## src/design/scss_pkg.sv

```systemverilog
// shared constants and types of the system clock source select block
package scss_pkg;

  // ****************************************************************
  // clock source select field encodings
  // ****************************************************************
  localparam logic [1:0] CSS_CONFIG   = 2'h0;  // primary chosen by configuration
  localparam logic [1:0] CSS_TIMER    = 2'h1;  // timer oscillator
  localparam logic [1:0] CSS_PRIMARY  = 2'h2;  // primary oscillator
  localparam logic [1:0] CSS_INTERNAL = 2'h3;  // internal oscillator block
  localparam logic [1:0] CSS_RESET    = CSS_CONFIG;

  // ****************************************************************
  // internal frequency select encodings
  // ****************************************************************
  localparam logic [2:0] IFS_8M    = 3'h7;  // fast rc direct
  localparam logic [2:0] IFS_4M    = 3'h6;
  localparam logic [2:0] IFS_31K   = 3'h0;  // fast rc / 256 or slow rc
  localparam logic [2:0] IFS_RESET = IFS_4M;

  // ****************************************************************
  // oscillator configuration encodings
  // ****************************************************************
  localparam logic [2:0] CFG_EXT_CLK_PLL = 3'h7;
  localparam logic [2:0] CFG_EXT_CLK     = 3'h6;
  localparam logic [2:0] CFG_CRYSTAL_PLL = 3'h5;
  localparam logic [2:0] CFG_CRYSTAL     = 3'h4;
  localparam logic [2:0] CFG_INT_PLL_ONE = 3'h3;
  localparam logic [2:0] CFG_INT_PLL_TWO = 3'h2;
  localparam logic [2:0] CFG_INT_IO_ONE  = 3'h1;
  localparam logic [2:0] CFG_INT_IO_TWO  = 3'h0;

  // ****************************************************************
  // timing and sizing
  // ****************************************************************
  localparam logic [1:0] OLD_TICKS   = 2'h2;     // old-source cycles before pause
  localparam logic [1:0] NEW_TICKS   = 2'h3;     // new-source cycles before run
  localparam logic [3:0] LF_SHIFT    = 4'h8;     // fast rc / 256 for 31 kHz
  localparam int         PLL_SHIFT   = 2;        // times four
  localparam int         PER_W       = 16;       // period counter width
  localparam logic [9:0] OST_TICKS   = 10'h3ff;  // crystal start-up count, minus one
  localparam int         N_SYNC      = 5;
  localparam int         SY_OSC_IN   = 0;
  localparam int         SY_FAST     = 1;
  localparam int         SY_SLOW     = 2;
  localparam int         SY_TIMER    = 3;
  localparam int         SY_OSC_OUT  = 4;

  typedef enum logic [1:0] {SRC_SLOW, SRC_PRIM, SRC_TIMER, SRC_INTB} scss_src_t;
  typedef enum logic [1:0] {ST_RUN, ST_OLD, ST_NEW} scss_sw_state_t;

endpackage : scss_pkg

```

## src/design/scss_clock_select.sv

```systemverilog
// system clock source selection, glitch-free switch, pll and pin sharing
module scss_clock_select
  import scss_pkg::*;
(
  input  wire logic       ref_clk,                     // 100 MHz block clock
  input  wire logic       resetn,                      // async reset, active low
  input  wire logic       osc_input_pin_i,             // input pin level
  output logic            osc_input_pin_o,             // input pin drive as port bit seven
  output logic            osc_input_pin_oe_n,          // input pin drive enable, low drives
  input  wire logic       osc_output_pin_i,            // output pin level
  output logic            osc_output_pin_o,            // output pin drive
  output logic            osc_output_pin_oe_n,         // output pin drive enable, low drives
  input  wire logic       fast_rc_osc,                 // fast rc oscillator, 8 MHz
  input  wire logic       slow_rc_osc,                 // slow rc oscillator, 31 kHz
  input  wire logic       timer_osc,                   // timer oscillator
  input  wire logic       config_loaded,               // configuration values valid
  input  wire logic [2:0] osc_config,                  // oscillator configuration bits
  input  wire logic       ctrl_wr,                     // control write strobe
  input  wire logic [1:0] clock_source_select_wr,      // written select field
  input  wire logic [2:0] internal_freq_select_wr,     // written frequency select
  input  wire logic       pll_enable_bit_wr,           // written pll enable
  input  wire logic       low_freq_source_select_wr,   // written low-frequency source
  input  wire logic       pwrt_en,                     // power-up timer enabled
  input  wire logic       fscm_en,                     // fail-safe clock monitor enabled
  input  wire logic       wdt_en,                      // watchdog enabled
  input  wire logic       two_speed_en,                // two-speed start-up enabled
  input  wire logic       port_bit_seven_out,          // port bit seven data
  input  wire logic       port_bit_seven_dir_n,        // port bit seven drive, low drives
  input  wire logic       port_bit_six_out,            // port bit six data
  input  wire logic       port_bit_six_dir_n,          // port bit six drive, low drives
  output logic            port_bit_seven_in,           // port bit seven read value
  output logic            port_bit_six_in,             // port bit six read value
  output logic [1:0]      clock_source_select,         // select field read-back
  output logic [2:0]      internal_freq_select,        // frequency select read-back
  output logic            pll_enable_bit,              // pll enable read-back
  output logic            low_freq_source_select,      // low-frequency source read-back
  output logic            sys_clk_en,                  // device clock pulse
  output logic [1:0]      active_src,                  // source driving device clock
  output logic            switching,                   // switch in progress
  output logic            osc_ready,                   // primary oscillator ready
  output logic            pll_active,                  // pll multiplying
  output logic            fast_rc_en,                  // fast rc oscillator enable
  output logic            slow_rc_en,                  // slow rc oscillator enable
  output logic            feedback_en                  // crystal feedback enable
);

  // ****************************************************************
  // input synchronisers
  // ****************************************************************
  logic [N_SYNC-1:0] sy1_reg;
  logic [N_SYNC-1:0] sy2_reg;
  logic [N_SYNC-1:0] sy3_reg;
  logic [N_SYNC-1:0] rise;

  // oscillators are asynchronous to ref_clk; edges seen only after stage two
  always_ff @(posedge ref_clk or negedge resetn) begin
    if (!resetn) begin
      sy1_reg <= '0;
      sy2_reg <= '0;
      sy3_reg <= '0;
    end else begin
      sy1_reg <= {osc_output_pin_i, timer_osc, slow_rc_osc, fast_rc_osc, osc_input_pin_i};
      sy2_reg <= sy1_reg;
      sy3_reg <= sy2_reg;
    end
  end

  assign rise = sy2_reg & ~sy3_reg;

  // ****************************************************************
  // configuration capture and mode decode
  // ****************************************************************
  logic [2:0] cfg_reg;
  logic       cfg_valid_reg;
  logic       is_ec, is_hs, is_int, is_ext_pll, is_int_pll, mode_one, mode_two;

  // strap caught by the clock after release, never by the reset itself
  always_ff @(posedge ref_clk or negedge resetn) begin
    if (!resetn) begin
      cfg_reg       <= CFG_INT_IO_TWO;
      cfg_valid_reg <= 1'b0;
    end else if (config_loaded && !cfg_valid_reg) begin
      cfg_reg       <= osc_config;
      cfg_valid_reg <= 1'b1;
    end
  end

  assign is_ec      = cfg_valid_reg && (cfg_reg == CFG_EXT_CLK || cfg_reg == CFG_EXT_CLK_PLL);
  assign is_hs      = cfg_valid_reg && (cfg_reg == CFG_CRYSTAL || cfg_reg == CFG_CRYSTAL_PLL);
  assign is_ext_pll = cfg_valid_reg && (cfg_reg == CFG_EXT_CLK_PLL || cfg_reg == CFG_CRYSTAL_PLL);
  assign is_int_pll = cfg_valid_reg && (cfg_reg == CFG_INT_PLL_ONE || cfg_reg == CFG_INT_PLL_TWO);
  assign is_int     = cfg_valid_reg && !is_ec && !is_hs;
  assign mode_one   = cfg_valid_reg && (cfg_reg == CFG_INT_IO_ONE || cfg_reg == CFG_INT_PLL_ONE);
  assign mode_two   = cfg_valid_reg && (cfg_reg == CFG_INT_IO_TWO || cfg_reg == CFG_INT_PLL_TWO);

  // ****************************************************************
  // software control bits
  // ****************************************************************
  logic [1:0] css_reg;
  logic [2:0] ifs_reg;
  logic       pll_en_reg;
  logic       lfs_reg;

  // every reset returns to the configuration-defined primary at 4 MHz
  always_ff @(posedge ref_clk or negedge resetn) begin
    if (!resetn) begin
      css_reg    <= CSS_RESET;
      ifs_reg    <= IFS_RESET;
      pll_en_reg <= 1'b0;
      lfs_reg    <= 1'b0;
    end else if (ctrl_wr) begin
      css_reg    <= clock_source_select_wr;
      ifs_reg    <= internal_freq_select_wr;
      pll_en_reg <= pll_enable_bit_wr;
      lfs_reg    <= low_freq_source_select_wr;
    end
  end

  assign clock_source_select    = css_reg;
  assign internal_freq_select   = ifs_reg;
  assign pll_enable_bit         = pll_en_reg;
  assign low_freq_source_select = lfs_reg;

  // ****************************************************************
  // fast rc postscaler
  // ****************************************************************
  logic [7:0] ps_cnt_reg;
  logic [3:0] ps_shift;
  logic [8:0] ps_mask;
  logic       ps_tick, int_base_tick;

  always_ff @(posedge ref_clk or negedge resetn) begin
    if (!resetn) begin
      ps_cnt_reg <= '0;
    end else if (rise[SY_FAST]) begin
      ps_cnt_reg <= ps_cnt_reg + 8'h1;
    end
  end

  // divide by 2^(7-code); code 000 divides by 256
  assign ps_shift = (ifs_reg == IFS_31K) ? LF_SHIFT : {1'b0, IFS_8M - ifs_reg};
  assign ps_mask  = (9'h1 << ps_shift) - 9'h1;
  assign ps_tick  = rise[SY_FAST] && ((ps_cnt_reg & ps_mask[7:0]) == ps_mask[7:0]);
  // at 31 kHz the low-frequency source select picks divider or slow rc
  assign int_base_tick = (ifs_reg == IFS_31K && !lfs_reg) ? rise[SY_SLOW] : ps_tick;

  // ****************************************************************
  // four-times pll
  // ****************************************************************
  logic [PER_W-1:0] per_cnt_reg;
  logic [PER_W-1:0] per_reg;
  logic [PER_W-1:0] phase_reg;
  logic [PER_W-1:0] quarter;
  logic             pll_src_tick, pll_tick_reg, ext_pll_on, int_pll_on;
  logic [1:0]       pll_cnt_reg;

  // external pll needs the right configuration and the enable bit
  assign ext_pll_on = is_ext_pll && pll_en_reg;
  // internal pll only in its two configurations and at 8 or 4 MHz
  assign int_pll_on = is_int_pll && pll_en_reg &&
                      (ifs_reg == IFS_8M || ifs_reg == IFS_4M);
  assign pll_active   = ext_pll_on || int_pll_on;
  assign pll_src_tick = is_int ? int_base_tick : rise[SY_OSC_IN];
  assign quarter      = (per_reg >> PLL_SHIFT) == '0 ? {{(PER_W-1){1'b0}}, 1'b1}
                                                     : (per_reg >> PLL_SHIFT);

  // measure reference period, then emit four pulses in it; the cap stops a
  // truncated quarter from squeezing a fifth pulse into the period
  always_ff @(posedge ref_clk or negedge resetn) begin
    if (!resetn) begin
      per_cnt_reg  <= '0;
      per_reg      <= '0;
      phase_reg    <= '0;
      pll_tick_reg <= 1'b0;
      pll_cnt_reg  <= '0;
    end else if (pll_src_tick) begin
      per_reg      <= per_cnt_reg + {{(PER_W-1){1'b0}}, 1'b1};
      per_cnt_reg  <= '0;
      phase_reg    <= '0;
      pll_tick_reg <= 1'b1;
      pll_cnt_reg  <= '0;
    end else begin
      if (per_cnt_reg != '1) begin
        per_cnt_reg <= per_cnt_reg + {{(PER_W-1){1'b0}}, 1'b1};
      end
      pll_tick_reg <= (phase_reg == quarter - {{(PER_W-1){1'b0}}, 1'b1}) &&
                      (pll_cnt_reg != '1);
      if ((phase_reg == quarter - {{(PER_W-1){1'b0}}, 1'b1}) && (pll_cnt_reg != '1)) begin
        pll_cnt_reg <= pll_cnt_reg + 2'h1;
      end
      phase_reg    <= (phase_reg == quarter - {{(PER_W-1){1'b0}}, 1'b1}) ? '0
                      : phase_reg + {{(PER_W-1){1'b0}}, 1'b1};
    end
  end

  // ****************************************************************
  // crystal start-up and primary readiness
  // ****************************************************************
  logic [9:0] ost_cnt_reg;
  logic       ost_done_reg;
  logic       int_blk_tick, prim_tick;

  // only crystal modes wait for start-up; external clocks are ready at once
  always_ff @(posedge ref_clk or negedge resetn) begin
    if (!resetn) begin
      ost_cnt_reg  <= '0;
      ost_done_reg <= 1'b0;
    end else if (is_hs && !ost_done_reg && rise[SY_OSC_IN]) begin
      ost_cnt_reg  <= ost_cnt_reg + 10'h1;
      ost_done_reg <= (ost_cnt_reg == OST_TICKS);
    end
  end

  assign osc_ready    = is_ec || is_int || ost_done_reg;
  assign int_blk_tick = int_pll_on ? pll_tick_reg : int_base_tick;
  assign prim_tick    = !osc_ready ? 1'b0 :
                        is_int     ? int_blk_tick :
                        ext_pll_on ? pll_tick_reg : rise[SY_OSC_IN];

  // ****************************************************************
  // requested source and glitch-free switch
  // ****************************************************************
  scss_src_t      req_src, cur_src_reg, new_src_reg;
  scss_sw_state_t st_reg;
  logic [1:0]     sw_cnt_reg;
  logic [3:0]     src_ticks;

  assign src_ticks[SRC_SLOW]  = rise[SY_SLOW];
  assign src_ticks[SRC_PRIM]  = prim_tick;
  assign src_ticks[SRC_TIMER] = rise[SY_TIMER];
  assign src_ticks[SRC_INTB]  = int_blk_tick;

  // select decode; primary owns two codes (00 and 10), timer and internal one each
  always_comb begin
    if (!cfg_valid_reg) begin
      req_src = SRC_SLOW;
    end else begin
      case (css_reg)
        CSS_TIMER:    req_src = SRC_TIMER;
        CSS_INTERNAL: req_src = SRC_INTB;
        default:      req_src = SRC_PRIM;
      endcase
    end
  end

  // old source finishes two cycles, new must give three before it runs
  always_ff @(posedge ref_clk or negedge resetn) begin
    if (!resetn) begin
      st_reg      <= ST_RUN;
      cur_src_reg <= SRC_SLOW;
      new_src_reg <= SRC_SLOW;
      sw_cnt_reg  <= '0;
    end else begin
      case (st_reg)
        ST_RUN: begin
          if (req_src != cur_src_reg) begin
            st_reg      <= ST_OLD;
            new_src_reg <= req_src;
            sw_cnt_reg  <= '0;
          end
        end
        ST_OLD: begin
          if (src_ticks[cur_src_reg]) begin
            if (sw_cnt_reg == OLD_TICKS - 2'h1) begin
              st_reg     <= ST_NEW;
              sw_cnt_reg <= '0;
            end else begin
              sw_cnt_reg <= sw_cnt_reg + 2'h1;
            end
          end
        end
        ST_NEW: begin
          if (src_ticks[new_src_reg]) begin
            if (sw_cnt_reg == NEW_TICKS - 2'h1) begin
              st_reg      <= ST_RUN;
              cur_src_reg <= new_src_reg;
            end else begin
              sw_cnt_reg <= sw_cnt_reg + 2'h1;
            end
          end
        end
        default: st_reg <= ST_RUN;
      endcase
    end
  end

  assign active_src = cur_src_reg;
  assign switching  = (st_reg != ST_RUN);

  // ****************************************************************
  // device clock pulse and clock/4
  // ****************************************************************
  logic       sys_en_reg;
  logic [1:0] div_reg;

  // clock held quiet from the cycle after a switch starts until the cycle after it ends
  always_ff @(posedge ref_clk or negedge resetn) begin
    if (!resetn) begin
      sys_en_reg <= 1'b0;
      div_reg    <= '0;
    end else begin
      sys_en_reg <= (st_reg == ST_RUN) && src_ticks[cur_src_reg];
      if (sys_en_reg) begin
        div_reg <= div_reg + 2'h1;
      end
    end
  end

  assign sys_clk_en = sys_en_reg;

  // ****************************************************************
  // pin sharing and oscillator enables
  // ****************************************************************
  logic out_reg, out_oe_n_reg, in_reg, in_oe_n_reg, fb_reg, fast_reg, slow_reg, intb_use;

  assign intb_use = cfg_valid_reg &&
                    (cur_src_reg == SRC_INTB || new_src_reg == SRC_INTB ||
                     (is_int && (cur_src_reg == SRC_PRIM || new_src_reg == SRC_PRIM)));

  // crystal modes leave both pins to the resonator and keep feedback on
  always_ff @(posedge ref_clk or negedge resetn) begin
    if (!resetn) begin
      out_reg      <= 1'b0;
      out_oe_n_reg <= 1'b1;
      in_reg       <= 1'b0;
      in_oe_n_reg  <= 1'b1;
      fb_reg       <= 1'b0;
      fast_reg     <= 1'b0;
      slow_reg     <= 1'b1;
    end else begin
      if (is_ec || mode_one) begin
        out_reg      <= div_reg[1];
        out_oe_n_reg <= 1'b0;
      end else if (mode_two) begin
        out_reg      <= port_bit_six_out;
        out_oe_n_reg <= port_bit_six_dir_n;
      end else begin
        out_reg      <= 1'b0;
        out_oe_n_reg <= 1'b1;
      end
      in_reg      <= port_bit_seven_out;
      in_oe_n_reg <= is_int ? port_bit_seven_dir_n : 1'b1;
      fb_reg      <= is_hs;
      fast_reg    <= intb_use && (ifs_reg != IFS_31K || lfs_reg);
      slow_reg    <= !cfg_valid_reg || cur_src_reg == SRC_SLOW ||
                     (intb_use && ifs_reg == IFS_31K && !lfs_reg) ||
                     pwrt_en || fscm_en || wdt_en || two_speed_en;
    end
  end

  assign osc_output_pin_o    = out_reg;
  assign osc_output_pin_oe_n = out_oe_n_reg;
  assign osc_input_pin_o     = in_reg;
  assign osc_input_pin_oe_n  = in_oe_n_reg;
  assign port_bit_seven_in   = sy2_reg[SY_OSC_IN];
  assign port_bit_six_in     = sy2_reg[SY_OSC_OUT];
  assign feedback_en         = fb_reg;
  assign fast_rc_en          = fast_reg;
  assign slow_rc_en          = slow_reg;

  // ****************************************************************
  // assertions
  // ****************************************************************
  a_reset_select: assert property (@(posedge ref_clk) disable iff (!resetn)
    !$past(resetn) |-> css_reg == CSS_CONFIG && ifs_reg == IFS_4M)
    else $error("select fields not at reset value");
  a_slow_before_cfg: assert property (@(posedge ref_clk) disable iff (!resetn)
    !cfg_valid_reg |-> cur_src_reg == SRC_SLOW ##1 slow_rc_en)
    else $error("slow rc not clocking before configuration");
  a_two_codes: assert property (@(posedge ref_clk) disable iff (!resetn)
    cfg_valid_reg && css_reg[0] == 1'b0 |-> req_src == SRC_PRIM)
    else $error("codes 00 and 10 disagree");
  a_switch_quiet: assert property (@(posedge ref_clk) disable iff (!resetn)
    st_reg != ST_RUN |=> !sys_clk_en)
    else $error("device clock pulsed during switch");
  a_ec_no_wait: assert property (@(posedge ref_clk) disable iff (!resetn)
    is_ec |-> osc_ready)
    else $error("external clock mode waits for start-up");
  a_ec_div_out: assert property (@(posedge ref_clk) disable iff (!resetn)
    is_ec ##1 is_ec |-> !osc_output_pin_oe_n && osc_output_pin_o == $past(div_reg[1]))
    else $error("clock/4 missing on output pin");
  a_hs_feedback: assert property (@(posedge ref_clk) disable iff (!resetn)
    is_hs ##1 is_hs |-> feedback_en && osc_output_pin_oe_n)
    else $error("crystal mode pin or feedback wrong");
  a_pll_gate: assert property (@(posedge ref_clk) disable iff (!resetn)
    pll_active |-> pll_en_reg && (is_ext_pll || is_int_pll))
    else $error("pll running without enable or mode");
  a_int_pll_freq: assert property (@(posedge ref_clk) disable iff (!resetn)
    int_pll_on |-> ifs_reg == IFS_8M || ifs_reg == IFS_4M)
    else $error("internal pll at unsupported frequency");
  a_mode_two_pins: assert property (@(posedge ref_clk) disable iff (!resetn)
    mode_two ##1 mode_two |-> osc_output_pin_oe_n == $past(port_bit_six_dir_n))
    else $error("port bit six not passed to output pin");
  a_req_switch: assert property (@(posedge ref_clk) disable iff (!resetn)
    st_reg == ST_RUN && req_src != cur_src_reg |=> st_reg == ST_OLD ##0 switching)
    else $error("select change did not start a switch");

endmodule : scss_clock_select

```

## config.mk

```make
export PLATFORM = sky130hd
export DESIGN_NAME = scss_clock_select
export DESIGN_NICKNAME = d
export VERILOG_FILES = /design/src/design/scss_pkg.sv /design/src/design/scss_clock_select.sv
export SDC_FILE = /design/constraint.sdc
export NUM_CORES = 1
export LEC_CHECK = 0
export ABC_AREA = 0
export BUFFER_PORTS_ARGS = -buffer_cell sky130_fd_sc_hd__buf_2
export CORE_UTILIZATION = 45
export DETAILED_ROUTE_END_ITERATION = 16
export HOLD_SLACK_MARGIN = 0.1
export MAX_ROUTING_LAYER = met4
export PLACE_DENSITY = 0.65
export REMOVE_ABC_BUFFERS = 1
export SKIP_CTS_REPAIR_TIMING = 1
export SLEW_MARGIN = 0
export SYNTH_ARGS = -nofsm -noshare
export SYNTH_HDL_FRONTEND = slang
export SYNTH_SLANG_ARGS = --single-unit
```

## constraint.sdc

```tcl
create_clock -name ref_clk -period 2.95 [get_ports ref_clk]
set_clock_uncertainty 0.2 [all_clocks]
set_input_delay 0.1475 -clock ref_clk [delete_from_list [all_inputs] [get_ports ref_clk]]
set_output_delay 0.1475 -clock ref_clk [all_outputs]
set_load 0.01 [all_outputs]
```

# Yosys cells after proc, flatten, opt, wreduce, memory -nomap -nowiden
# Cells that the tools add are included.
[op_classes]
n_addsub = 10
n_lt_le_gt_ge = 2
n_eq_ne = 31
shifts = 1
n_mux = 38
bitwise_logic = 3
reduce_logical = 63
[ops]
columns = ["cell", "count"]
rows = [
  ["16-bit two-way mux", 4],
  ["16-bit by 1-bit adder with 16-bit output (second input constant)", 2],
  ["2-bit two-way mux", 13],
  ["1-bit logical AND", 23],
  ["1-bit logical OR", 21],
  ["3-bit == test (second input constant)", 6],
  ["16-bit == test", 1],
  ["16-bit logical NOT", 1],
  ["16-bit != test (second input constant)", 1],
  ["14-bit by 1-bit subtractor with 15-bit output (second input constant)", 1],
  ["1-bit two-way mux", 14],
  ["14-bit two-way mux", 1],
  ["2-bit != test (second input constant)", 7],
  ["2-bit one-hot mux with 3 select lines", 2],
  ["10-bit by 1-bit adder with 10-bit output (second input constant)", 1],
  ["10-bit == test (second input constant)", 1],
  ["2-bit by 1-bit == test with 1-bit output (second input constant)", 5],
  ["2-bit == test (second input constant)", 5],
  ["5-bit AND reduction", 2],
  ["8-bit by 1-bit adder with 8-bit output (second input constant)", 1],
  ["8-bit AND", 1],
  ["8-bit == test", 1],
  ["1-bit by 4-bit << shifter with 8-bit output (first input constant)", 1],
  ["8-bit by 1-bit subtractor with 8-bit output (second input constant)", 1],
  ["other kinds (18)", 32],
]
[totals]
ff_bits = 113
in_bits = 27
out_inout_bits = 22
elab_cells = 178

# Logic depth before layout (Yosys ltp)
[logic_depth]
word_depth = 16
mapped_depth = 14
ltp_nobuf = 11

# Worst setup path before layout
# No wires, ideal clock.
[synth_timing]
kind = "flip-flop to flip-flop"
startpoint = "register per_reg[8]"
endpoint = "register phase_reg[9]"
setup_time_ps = 119
arrival_time_ps = 2837
path_slack_ps = -206
stages_incl_launch_ff = 14
n_path_buf = 2
period_less_slack_ps = 3156
cell_sequence = "dfrtp_1 > nor4_1 > and3_1 > clkbuf_4 > a21oi_1 > ha_1 > nor3b_1 > o31ai_1 > o2111ai_1 > a2111oi_2 > o211a_1 > a21o_4 > buf_12 > nor2_1"
[synth_via]
elab_chain_cells = 6
[synth_rtl]
columns = ["element", "line_no", "text"]
rows = [
  ["start: declaration", "scss_clock_select.sv:151", "logic [PER_W-1:0] per_reg;"],
  ["start signal: assignment", "scss_clock_select.sv:177", "per_reg <= per_cnt_reg + {{(PER_W-1){1'b0}}, 1'b1};"],
  ["16-bit logical NOT", "scss_clock_select.sv:164", "assign quarter = (per_reg >> PLL_SHIFT) == '0 ? {{(PER_W-1){1'b0}}, 1'b1}"],
  ["14-bit two-way mux (*)", "scss_clock_select.sv:164", ""],
  ["14-bit by 1-bit subtractor with 15-bit output (*)", "scss_clock_select.sv:191", "phase_reg <= (phase_reg == quarter - {{(PER_W-1){1'b0}}, 1'b1}) ? '0"],
  ["16-bit == test (*)", "scss_clock_select.sv:191", ""],
  ["16-bit two-way mux (*)", "scss_clock_select.sv:191", ""],
  ["16-bit two-way mux (*)", "scss_clock_select.sv:176", "end else if (pll_src_tick) begin"],
  ["end signal: assignment", "scss_clock_select.sv:191", ""],
  ["end: declaration", "scss_clock_select.sv:152", "logic [PER_W-1:0] phase_reg;"],
]
# Every way passes the cells marked *; elsewhere a longest branch is shown, timed or not.
# A chain may end at the register's enable or synchronous reset.

# Final worst setup path
[layout_timing]
startpoint = "register per_reg[13]"
endpoint = "register phase_reg[9]"
# Same word-level chain as after synthesis.

==> results.tsv <==
metric	value	unit
outcome	finished with violations	
violations	negative setup slack	
die_x	113	um
cts_tree	done	
rows	40	
core_area	12000	sq um
ys.flop_type	dfrtp_1	
max_slew.worst_pin.slew	0.658	ns
n_antenna_cell	0	
synth_warnings	0	
grt_pass1_vias	4058	
reg2reg_to	phase_reg[9]	
syn_area_per_cell	10.4	sq um
drt-initial-drc-count	276	
vias_per_cell	5.40	
final_util	57.4	%
critical_path_required	3.00	ns
placed_cells	740	
num_vias	4271	
yosysTopAreaCell	dfrtp_1	
area_growth	24.0	%
cts-root-buf	clkbuf_16	
dieArea	12800	sq um
synth-edff-count	0	
gp_congestion	0.879	
start_util	46.3	%
hold_path_class	in2async	
path_clk_slew	0.08	ns
r2r_start	per_reg[13]	
synthArstFlopShare	100	%
ff2ff_path_depth	11	
finalMaxSlewViolations	0	
numCtsBuffers	9	
setup_viol	19	
ant_nets	0	
cts.sinks	111	
p_per_area	701	nW/um^2
total_power	4.83	mW
nets	679	
hpwlAfterDp	8.02	mm
ys_ff_latch	111	
antenna_found_initial	0	
drive_gt1_share	24.7	%
seq_power_share	42.9	%
overflow	0	
port_buffers	48	
layout_setup_ws	-0.0867	ns
grt_max_degree	62	
cp.arrival	3.09	ns
grt_use_total	19.4	%
intPower	3.17	mW
path_class	reg2reg	
crit_fanout	8	
synth_cell_type_count	67	
syn-cell-area	5560	sq um
io_pins	49	
p_leak	3.12	nW
postPlaceCellArea	6130	sq um
pwr-share-comb	33.3	%
yosys.area.top_type_share	47.7	%
grt_first_pass_wirelength	19.0	mm
synth_seq_area_share	50.1	%
fin_cells	791	
fill_cells	1015	
synthTopCellsByArea	dfrtp_1 48%, xor2_1 5.0%, xnor2_1 4.6%	
cp-start-kind	register	
vdd_drop_max	0.397	mV
rsz0062_at_grt	true	
swShare	34.4	%
p_clk_share	23.8	%
yosysMostFrequentCell	dfrtp_1	
drc	0	
wl	11.7	mm
relSlewSlack	56.1	%
fmax	329	MHz
fin_area	6890	sq um
netlist_instances	534	
post-route-min-period	3.04	ns
wl_per_cell	14.8	um
drt_pre_antenna_iters	5	
synth_common_cells	106 x dfrtp_1, 63 x nor2_1, 37 x a21oi_1, 37 x nand2_1, 32 x xor2_1	
p_switching	1.66	mW
hold_viol_final	0	
die_h	113	um
htreeDepth	3	
clkLatencyLatePin	0.36	ns
post-route-period-util	103	%
cts_buffer_depth	2	
drv_cap	0	
end_kind	register	
rrSetupSlack	-0.09	ns
[final cells by class]
class / count / area [sq um] / share of cell area, %
clock inverters: 6 / 52.6 / 0.763
multi-input cells: 386 / 2740 / 39.8
flip-flops and latches: 111 / 2780 / 40.4
well taps: 147 / 184 / 2.67
repair buffers: 111 / 825 / 12.0
inverters: 20 / 75.1 / 1.09
clock buffers: 10 / 229 / 3.32
[worst max-delay path, cell delays in order (launching register included)]
cell and delay [ns]:
dfrtp_1 0.40, nor4_4 0.07, and3_4 0.16, a21oi_4 0.16
ha_4 0.15, or3b_2 0.47, o21ai_0 0.30, a21oi_1 0.14
a311oi_2 0.31, o211a_1 0.28, a21o_4 0.21, nor2_1 0.07
[power groups by stage]
stage / clock (mW) / combinational, mW / sequential (mW)
after floorplan: 0 / 0.931 / 2.09
after global placement: 0 / 1.42 / 2.06
after CTS: 1.20 / 1.47 / 2.05
final: 1.15 / 1.61 / 2.07
after global routing: 1.26 / 1.80 / 2.11
after detailed placement: 0 / 1.46 / 2.08
[per-layer routing]
layer	routed length, um	GRT usage (%)	vias up	part of all wire, %
li1	-	-	2082	-
met1	5340	24.0	2106	46
met2	5820	31.1	72	50
met3	396	5.62	11	3.4
met4	161	5.35	0	1.4
met5	0	-	-	0
[cell families (layout without fill, tap and decap cells)]
kind of cell | count (synthesis) | in the layout | share of synthesized area [%]
flip-flops | 111 | 111 | 50.1
multiplexers | 21 | 21 | 4.07
buffers and inverters | 38 | 147 | 3.26
AND/OR/NAND/NOR | 201 | 201 | 18.3
adder cells (fa/ha/maj) | 13 | 13 | 2.93
AO/OA/AOI/OAI | 88 | 89 | 11.3
XOR/XNOR | 62 | 62 | 10.0
[how the worst max path moves through the flow]
stage / from / to / slack [ns] / cells past startpoint
after floorplan: internal_freq_select[1] / phase_reg[10] / -0.69 / 7
after global placement: per_reg[12] / phase_reg[4] / -0.07 / 11
after detailed placement: per_reg[12] / phase_reg[9] / -0.16 / 11
after CTS: per_reg[12] / phase_reg[9] / -0.17 / 11
after global routing: per_reg[14] / phase_reg[9] / -0.20 / 11
final: per_reg[13] / phase_reg[9] / -0.09 / 11
[per-stage QoR]
step                      setup WS (ns)  setup TNS, ns  hold slack, ns
after global placement          -0.0671          -1.11          0.0215
after floorplan                  -0.693         -28.54          -0.348
after CTS                        -0.173          -2.88          -0.377
final                           -0.0867          -1.23           0.147
after global routing             -0.200          -3.47           0.167
after detailed placement         -0.159          -2.69          0.0246
[layout by cell type (no fill, tap or decap), types with 3 or more instances in the layout]
master	netlist	layout
nand2b_1	6	6
nor3_1	9	9
o221ai_1	3	3
nand2_1	37	37
xnor2_1	29	29
nor2b_1	3	3
and4_1	3	3
nand4_1	8	8
dfstp_2	5	5
nor2_1	63	56
buf_4	0	29
a21oi_1	37	33
o21ai_0	10	10
and3_1	13	12
clkbuf_16	0	9
or2_2	4	4
dfrtp_1	106	106
dlygate4sd3_1	0	32
buf_2	3	47
nor2_2	4	10
mux2_2	13	13
nor4_1	6	4
inv_1	20	20
nand3_1	25	25
and2_1	3	3
o211a_1	3	3
xor2_1	32	32
ha_1	13	12
a211oi_1	5	5
mux2i_1	8	8
Power figures use the tool's default switching activity.
